### src/hw/adcsr_consts.vh
/*
  Constants for the converter's serial result output in the internal
  clock, continuous conversion mode.
  Assumes inclusion by bare name from the design files under hw/.
*/
`ifndef ADCSR_CONSTS_VH
`define ADCSR_CONSTS_VH

// Clock rate and power-on reset length.
`define ADCSR_CLK_MHZ      50
`define ADCSR_POR_TIME_US  1000
`define ADCSR_POR_CYCLES   (`ADCSR_POR_TIME_US * `ADCSR_CLK_MHZ)
`define ADCSR_POR_W        16
`define ADCSR_POR_STEP     16'h0001

// Pin synchronisers: clock pin and select pin, both idle high.
`define ADCSR_SYNC_N       2
`define ADCSR_SYNC_SCK     0
`define ADCSR_SYNC_CS      1

// Serial clock: half period in system clocks.
`define ADCSR_SCK_HALF     3'h4
`define ADCSR_HALF_W       3
`define ADCSR_HALF_STEP    3'h1

// Output frame: conversion-done bit plus result bits.
`define ADCSR_RES_W        18
`define ADCSR_FRAME_W      19
`define ADCSR_EDGE_W       5
`define ADCSR_FRAME_EDGES  5'h13
`define ADCSR_EDGE_STEP    5'h01

// Controller states.
`define ADCSR_ST_POR       2'h0
`define ADCSR_ST_CONV      2'h1
`define ADCSR_ST_OUT       2'h2
`define ADCSR_ST_EXT       2'h3

`endif

### src/hw/adcsr_serial_out.v
/*
  Serial result output of a two-channel converter, internal serial clock,
  two-wire continuous conversion mode. Drives the clock and data pins.
  Assumes the converter core on clk pulses convDone with convResult valid
  and starts a conversion on convStart; pin inputs are asynchronous.
*/
`timescale 1ns/1ns
`default_nettype none
`include "adcsr_consts.vh"

module adcsr_serial_out #(
  parameter [`ADCSR_POR_W-1:0] POR_CYCLES = `ADCSR_POR_CYCLES
) (
  // Clock and reset.
  input  wire                   clk,
  input  wire                   nrst,
  // Serial clock pin.
  input  wire                   sckI,
  output wire                   sckO,
  output wire                   sckOe,
  output wire                   sckPullEn,
  // Serial data pin and select.
  input  wire                   csN,
  output wire                   sdoO,
  output wire                   sdoOe,
  // Converter core.
  input  wire                   convDone,
  input  wire [`ADCSR_RES_W-1:0] convResult,
  output wire                   convStart,
  output wire                   extClkMode
);

////////////////////////////////////////////////////////////////////////////
  reg  [1:0]                  state_q;
  reg  [1:0]                  state_d;
  reg  [`ADCSR_POR_W-1:0]     porCnt_q;
  reg  [`ADCSR_POR_W-1:0]     porCnt_d;
  reg  [`ADCSR_HALF_W-1:0]    halfCnt_q;
  reg  [`ADCSR_HALF_W-1:0]    halfCnt_d;
  reg  [`ADCSR_EDGE_W-1:0]    edgeCnt_q;
  reg  [`ADCSR_EDGE_W-1:0]    edgeCnt_d;
  reg  [`ADCSR_FRAME_W-1:0]   shift_q;
  reg  [`ADCSR_FRAME_W-1:0]   shift_d;
  reg                         sck_q;
  reg                         sck_d;
  reg                         sdo_q;
  reg                         sdo_d;
  reg                         start_q;
  reg                         start_d;
  reg  [`ADCSR_SYNC_N-1:0]    sync1_q;
  reg  [`ADCSR_SYNC_N-1:0]    sync2_q;
  wire [`ADCSR_SYNC_N-1:0]    pinIn;
  wire                        sckSynced;
  wire                        csSynced;
  wire                        porDone;
  wire                        halfDone;
  wire                        lastEdge;

////////////////////////////////////////////////////////////////////////////
  // State decode is needed by several outputs.
  function stateIs;
    input [1:0] cur;
    input [1:0] want;
    begin
      stateIs = (cur == want);
    end
  endfunction

////////////////////////////////////////////////////////////////////////////
  // Pins cross into clk through two flops before any use. Both reset to
  // the idle high level so no false edge follows reset.
  assign pinIn[`ADCSR_SYNC_SCK] = sckI;
  assign pinIn[`ADCSR_SYNC_CS]  = csN;

  genvar gi;
  generate
    for (gi = 0; gi < `ADCSR_SYNC_N; gi = gi + 1) begin : gSync
      always @(posedge clk or negedge nrst) begin
        if (!nrst) begin
          sync1_q[gi] <= 1'b1;
          sync2_q[gi] <= 1'b1;
        end else begin
          sync1_q[gi] <= pinIn[gi];
          sync2_q[gi] <= sync1_q[gi];
        end
      end
    end
  endgenerate

  assign sckSynced = sync2_q[`ADCSR_SYNC_SCK];
  assign csSynced  = sync2_q[`ADCSR_SYNC_CS];

////////////////////////////////////////////////////////////////////////////
  assign porDone  = (porCnt_q == POR_CYCLES - `ADCSR_POR_STEP);
  assign halfDone = (halfCnt_q == `ADCSR_SCK_HALF - `ADCSR_HALF_STEP);
  assign lastEdge = (edgeCnt_q == `ADCSR_FRAME_EDGES);

  always @* begin
    state_d   = state_q;
    porCnt_d  = porCnt_q;
    halfCnt_d = halfCnt_q;
    edgeCnt_d = edgeCnt_q;
    shift_d   = shift_q;
    sck_d     = sck_q;
    sdo_d     = sdo_q;
    start_d   = 1'b0;
    case (state_q)
      `ADCSR_ST_POR: begin
        porCnt_d = porCnt_q + `ADCSR_POR_STEP;
        if (porDone) begin
          // The pull-up is the only driver here, so a low level means
          // the pin is held or loaded low from outside.
          if (sckSynced) begin
            state_d = `ADCSR_ST_CONV;
            start_d = 1'b1;
          end else begin
            state_d = `ADCSR_ST_EXT;
          end
        end
      end
      `ADCSR_ST_CONV: begin
        sck_d = 1'b1;
        sdo_d = 1'b1;
        if (convDone) begin
          state_d   = `ADCSR_ST_OUT;
          shift_d   = {1'b0, convResult};
          sck_d     = 1'b0;
          sdo_d     = 1'b0;
          halfCnt_d = {`ADCSR_HALF_W{1'b0}};
          edgeCnt_d = {`ADCSR_EDGE_W{1'b0}};
        end
      end
      `ADCSR_ST_OUT: begin
        if (halfDone) begin
          halfCnt_d = {`ADCSR_HALF_W{1'b0}};
        end else begin
          halfCnt_d = halfCnt_q + `ADCSR_HALF_STEP;
        end
        if (halfDone) begin
          if (lastEdge) begin
            // Data rises a half period after the last rising edge so
            // the receiver keeps hold time on the final bit.
            state_d = `ADCSR_ST_CONV;
            sdo_d   = 1'b1;
            start_d = 1'b1;
          end else if (!sck_q) begin
            sck_d     = 1'b1;
            edgeCnt_d = edgeCnt_q + `ADCSR_EDGE_STEP;
          end else begin
            sck_d   = 1'b0;
            shift_d = {shift_q[`ADCSR_FRAME_W-2:0], 1'b1};
            sdo_d   = shift_q[`ADCSR_FRAME_W-2];
          end
        end
      end
      default: begin
        // External clock mode is handled elsewhere; this end releases the clock pin but still drives data high while selected.
        sck_d = 1'b1;
        sdo_d = 1'b1;
      end
    endcase
  end

////////////////////////////////////////////////////////////////////////////
  always @(posedge clk or negedge nrst) begin
    if (!nrst) begin
      state_q   <= `ADCSR_ST_POR;
      porCnt_q  <= {`ADCSR_POR_W{1'b0}};
      halfCnt_q <= {`ADCSR_HALF_W{1'b0}};
      edgeCnt_q <= {`ADCSR_EDGE_W{1'b0}};
      shift_q   <= {`ADCSR_FRAME_W{1'b1}};
      sck_q     <= 1'b1;
      sdo_q     <= 1'b1;
      start_q   <= 1'b0;
    end else begin
      state_q   <= state_d;
      porCnt_q  <= porCnt_d;
      halfCnt_q <= halfCnt_d;
      edgeCnt_q <= edgeCnt_d;
      shift_q   <= shift_d;
      sck_q     <= sck_d;
      sdo_q     <= sdo_d;
      start_q   <= start_d;
    end
  end

////////////////////////////////////////////////////////////////////////////
  // Enables are decoded from state, the data enable also from select; data values come from flops.
  assign sckO       = sck_q;
  assign sckOe      = stateIs(state_q, `ADCSR_ST_CONV) ||
                      stateIs(state_q, `ADCSR_ST_OUT);
  assign sckPullEn  = stateIs(state_q, `ADCSR_ST_POR);
  assign sdoO       = sdo_q;
  assign sdoOe      = !csSynced &&
                      !stateIs(state_q, `ADCSR_ST_POR);
  assign convStart  = start_q;
  assign extClkMode = stateIs(state_q, `ADCSR_ST_EXT);

endmodule
`default_nettype wire

### config.mk
export PLATFORM = sky130hd
export DESIGN_NAME = adcsr_serial_out
export DESIGN_NICKNAME = d
export VERILOG_FILES = /design/src/hw/adcsr_serial_out.v
export VERILOG_INCLUDE_DIRS = /design/src /design/src/hw
export SDC_FILE = /design/constraint.sdc
export NUM_CORES = 1
export LEC_CHECK = 0
export ABC_AREA = 1
export BUFFER_PORTS_ARGS = -buffer_cell sky130_fd_sc_hd__buf_2
export CAP_MARGIN = 20
export CORE_MARGIN = 5
export CORE_UTILIZATION = 25
export DETAILED_ROUTE_END_ITERATION = 8
export PLACE_DENSITY_LB_ADDON = 0.25
export SYNTH_ARGS = -nofsm -noshare
export SYNTH_HDL_FRONTEND = slang
export SYNTH_SLANG_ARGS = --single-unit
### constraint.sdc
create_clock -name clk -period 2.4 [get_ports clk]
set_input_delay 0.48 -clock clk [delete_from_list [all_inputs] [get_ports clk]]
set_output_delay 0.48 -clock clk [all_outputs]
set_load 0.02 [all_outputs]
==> flow_summary.toml, run 1 <==
[die]
coreArea_mm2 = 0.0107
io_pins = 30
num_rows = 38
die-area_mm2 = 0.0130
die_h_um = 114
die-width_um = 114
initial_utilization_pct = 25.2

[worst_setup_path]
critPathArrivalTime_ns = 1.50
cp-end-kind = "output pin"
required_ns = 1.92
crit_path_start_kind = "register"
path_cells = "inv_1, ha_1, nor2_1, buf_2"
crit_path_max_incr_delay_ns = 0.43
path_class = "register to output pin"
path_buf_inv = 2
crit_slowest_cell = "dfrtp_1"
critPathTopFamily = "flip-flops"
cp.depth = 4
reg2regPathDepth = 6
path_max_fanout = 10

[logic_synthesis]
synth_top_area_cell = "dfrtp_1"
syn_nets = 313
ys_async_sr_fraction_pct = 100
syn_area_mm2 = 0.00270
synth-edff-count = 0
syn_avg_cell_area_um2 = 9.54
ys_types = 32
synth_top_area_share_pct = 25.0
ys_seq_area_share_pct = 48.4
syn_inst = 283
ys.flop_type = "dfrtp_1"
synth_seq_cells = 51
yosys_warnings = 0
synth_area_leaders = "dfrtp_1 (25%), dfstp_2 (23%), nand2_1 (8.8%), mux2i_1 (6.7%), o21ai_2 (5.8%)"

[sta]
relSlewSlack_pct = 56.8
final-hold-violation-count = 0
drv_slew = 0
fin_crit_ns = 1.98
finalSetupViolations = 0
rsz0062_at_grt = "no"
timing.fmax_mhz = 506
whs_ns = 0.265
post-route-period-util_pct = 82.4
finalSetupTns_ns = 0
worst_pin_slew_ns = 0.648
skew_ns = 0.0124

[power_and_ir_drop]
internal_power_mw = 1.10
swShare_pct = 23.0
clkPwrFrac_pct = 35.6
power_density_mw_per_mm2 = 466
power.switching_mw = 0.329
pwr-share-comb_pct = 3.5
seqPwrFrac_pct = 60.9
leakage_nw = 1.30
peakVddDrop_mv = 0.230

[clock_network]
numCtsBuffers = 5
post_cts.repair.setup_buffers = 0
clk-insertion-delay-late_ns = 0.30
cts_tree = "yes"
root_buffer = "clkbuf_8"
cts_htree_levels = 2
path_clk_slew_ns = 0.10
ctsHoldBuffers = 0
cts.sinks = 51
clockBufferDepth = 2
post_cts_resized = 0

[final_layout]
fin_cells = 455
nets = 344
regArea_mm2 = 0.00131
mostFrequentLayoutCells = "nand2_1 (63), buf_2 (29), dfrtp_1 (27), dfstp_2 (24), inv_1 (22)"
multi_input_area_mm2 = 0.00123
final_common_cell = "nand2_1"
fill_cells = 1145
design_area_mm2 = 0.00306
antennaDiodeCount = 0
drive_gt1_share_pct = 34.3
synthToLayoutAreaGrowth_pct = 13.4

[worst_hold_path]
hold_depth = 1
hold_class = "input port to register"

[outcome]
run_status = "finished clean"

[drt]
wl_met2_um = 2440
routed_wl_um = 5230
drtIter0Drc = 65
top_layer = "met4"
antenna_left = 0
wl_met1_um = 2550
avgRoutedWirePerCell_um = 11.5
drc = 0
wl_met3_um = 149
drt-vias-per-instance = 4.11
vias = 1871
dr.pass1.iters = 4

[run]
drv_cap = 0

[placement]
place.gp.congestion = 0.748
dpl_cell_area_mm2 = 0.00297
dp_cells = 447
detailed_place_hpwl_um = 3780
port_buffers = 29

[global_route]
track_usage_pct = 8.73
grt_pass1_vias = 1983
antenna_found_initial = 0
overflow = 0
grt_max_degree = 52
grt_pass1_wl_um = 9180
-- worst paths after layout --
| check | from | end | slack, ns |
|---|---|---|---|
| min in group asynchronous | nrst | porCnt_q[13] | 0.28 |
| min | csN | sync1_q[1] | 0.27 |
| max reg2reg | state_q[1] | shift_q[13] | 0.44 |
| min reg2reg | sync1_q[0] | sckSynced | 0.36 |
| max | state_q[1] | sdoOe | 0.42 |
| max in group asynchronous | nrst | halfCnt_q[0] | 1.68 |
-- layout make-up --
| class | instances | share of cell area, % |
|---|---|---|
| Tap cell | 140 | 5.73 |
| Inverter | 25 | 3.15 |
| Multi-Input combinational cell | 200 | 40.3 |
| Clock inverter | 2 | 0.491 |
| Clock buffer | 6 | 2.37 |
| Sequential cell | 51 | 42.7 |
| Timing Repair Buffer | 31 | 5.24 |
-- registers in the layout, indices dropped and copies added, names as in the netlist, 2 cells and up --
register	cells
edgeCnt_q	5
halfCnt_q	3
porCnt_q	16
shift_q	18
state_q	2
sync1_q	2
-- power by group through the flow --
| stage | logic (mW) | registers, mW | clock network, mW |
|---|---|---|---|
| after global placement | 0.0525 | 0.883 | 0 |
| after CTS | 0.0522 | 0.868 | 0.547 |
| after floorplan | 0.0124 | 0.883 | 0 |
| after detailed placement | 0.0522 | 0.883 | 0 |
| after global routing | 0.0580 | 0.868 | 0.574 |
| final | 0.0492 | 0.868 | 0.508 |
-- synth_stat cells (6+ instances only) --
cell and n:
nand3_1 11, o21ai_2 18, dfstp_2 24, inv_1 22
mux2i_1 18, nand2_1 63, ha_1 7, xor2_1 9
nor2_1 21, o21ai_0 9, dfrtp_1 27, nand2_2 14
a21oi_1 6
-- metal layers --
metal / vias up / global-route usage [%]
met5: - / 0
met4: 0 / 3.09
met3: 5 / 2.07
met2: 30 / 14.4
met1: 864 / 11.1
li1: 972 / -
-- metrics by stage --
stage	utilization (%)	total power, mW	setup WS, ns
5_1_grt	28.6	1.50	0.256
3_5_place_dp	27.8	0.936	0.427
4_1_cts	28.6	1.47	0.383
6_report	28.6	1.43	0.423
2_1_floorplan	-	0.895	0.717
3_3_place_gp	27.8	0.936	0.508
-- cell families (layout without fill, tap and decap cells) --
family	Yosys count	after routing	share of synthesized area, %
flops	51	51	48.4
xor+xnor	10	10	3.25
mux	18	18	6.68
compound gates	38	38	9.87
simple gates	127	127	22.7
fa+ha+maj	7	7	3.25
buf+inv	32	64	5.89
Power figures use the tool's default switching activity.
==> run 2, diff against run 1 <==
==> constraint.sdc (replaced) <==
create_clock -name clk -period 1.9 [get_ports clk]
set_input_delay 0.38 -clock clk [delete_from_list [all_inputs] [get_ports clk]]
set_output_delay 0.38 -clock clk [all_outputs]
set_load 0.02 [all_outputs]
==> flow_summary.toml, run 2 (synthesis results as in run 1) <==
[global_route]
grt_max_degree = 37
grt_pass1_wl_um = 9100
track_usage_pct = 8.64
grt_pass1_vias = 1913
overflow = 0
antenna_found_initial = 0

[worst_setup_path]
path_max_fanout = 8
cp-end-kind = "output pin"
path_class = "register to output pin"
required_ns = 1.52
rrSetupSlack_ns = 0.23
critPathArrivalTime_ns = 1.44
crit_path_start_kind = "register"

[drt]
vias = 1920
routed_wl_um = 5370
dr.pass1.iters = 6
drt-vias-per-instance = 4.16
avgRoutedWirePerCell_um = 11.7
antenna_left = 0
drc = 0
drtIter0Drc = 64

[power_and_ir_drop]
pwr-share-comb_pct = 3.5
peakVddDrop_mv = 0.268
internal_power_mw = 1.39
seqPwrFrac_pct = 59.9
clkPwrFrac_pct = 36.6
leakage_nw = 1.34
power_density_mw_per_mm2 = 587
power.switching_mw = 0.444
swShare_pct = 24.2

[clock_network]
ctsHoldBuffers = 0
path_clk_slew_ns = 0.10
numCtsBuffers = 5
clk-insertion-delay-late_ns = 0.31
cts.sinks = 51
clockBufferDepth = 2
cts_htree_levels = 2
root_buffer = "clkbuf_8"
cts_tree = "yes"

[die]
die-width_um = 114
coreArea_mm2 = 0.0107
die_h_um = 114
num_rows = 38
die-area_mm2 = 0.0130
initial_utilization_pct = 25.2
io_pins = 30

[sta]
worst_pin_slew_ns = 0.371
post-route-period-util_pct = 95.8
relSlewSlack_pct = 75.3
rsz0062_at_grt = "no"
fin_crit_ns = 1.82
skew_ns = 0.0115
whs_ns = 0.0638
drv_slew = 0
layout_setup_ws_ns = 0.0807
final-hold-violation-count = 0
finalSetupViolations = 0
finalSetupTns_ns = 0
timing.fmax_mhz = 550

[final_layout]
fill_cells = 1129
synthToLayoutAreaGrowth_pct = 15.7
regMostFlops = "shift_q"
final_common_cell = "nand2_1"
reg_top3 = "shift_q: 18 flops, porCnt_q: 16 flops, edgeCnt_q: 5 flops"
multi_input_area_mm2 = 0.00123
largest_register_ffs = 18
regArea_mm2 = 0.00131
antennaDiodeCount = 0
drive_gt1_share_pct = 35.8
nets = 350
mostFrequentLayoutCells = "nand2_1 (63), buf_2 (28), dfrtp_1 (27), dfstp_2 (24), inv_1 (22)"

[placement]
place.gp.congestion = 0.745
detailed_place_hpwl_um = 3900
port_buffers = 29
pre_cts_slack_ns = 0.257

[run]
drv_cap = 0

[outcome]
run_status = "finished clean"

[worst_hold_path]
hold_class = "input port to asynchronous set/reset pin"
run 2: worst max-delay path, stage by stage, from the launching register on:
cell	delay [ns]
dfrtp_1	0.40
inv_1	0.08
ha_1	0.23
buf_4	0.18
nor2_1	0.11
buf_4	0.15
run 2: path summary, 6_finish.rpt:
kind | from | to | cells past startpoint
max | state_q[0] | sdoOe | 5
min | nrst | edgeCnt_q[0] | 2
max reg2reg | state_q[0] | edgeCnt_q[0] | 8
min reg2reg | sync1_q[0] | sckSynced | 0
max in group asynchronous | nrst | sckO | 2
min in group clk | sckI | sync1_q[0] | 1
run 2: final cells by class:
type,instances,area share [%]
Timing Repair Buffer,37,7.05
Clock buffer,5,2.20
Tap cell,140,5.61
Inverter,25,3.08
Multi-Input combinational cell,200,39.5
Clock inverter,3,0.721
Sequential cell,51,41.8
run 2: through the flow:
| stage | area (um^2) | instances | power [mW] | util [%] |
|---|---|---|---|---|
| 6_report | 3120 | 461 | 1.83 | 29.2 |
| 5_1_grt | 3120 | 461 | 1.91 | 29.2 |
| 4_1_cts | 3110 | 459 | 1.87 | 29.0 |
| 3_5_place_dp | 3010 | 451 | 1.18 | 28.2 |
| 3_3_place_gp | 3010 | 451 | 1.18 | 28.2 |
| 2_1_floorplan | 2700 | 283 | 1.13 | - |
run 2: what timing repair did:
| action | in CTS | in global routing |
|---|---|---|
| endpoints found under the setup margin | 0 | 1 |
| resized for setup | 0 | 1 |
| buffers inserted | 0 | 2 |
run 2: power by group through the flow:
stage / Clock (mW) / Sequential, mW / Combinational [mW]
2_1_floorplan: 0 / 1.12 / 0.0157
3_3_place_gp: 0 / 1.12 / 0.0679
3_5_place_dp: 0 / 1.12 / 0.0686
4_1_cts: 0.708 / 1.10 / 0.0689
5_1_grt: 0.737 / 1.10 / 0.0761
6_report: 0.671 / 1.10 / 0.0649
run 2: routing by layer:
layer / GRT usage, % / part of all wire [%]
met1: 11.8 / 50
met2: 13.6 / 46
met3: 1.91 / 3.4
met4: 2.85 / 1.0
met5: 0 / 0
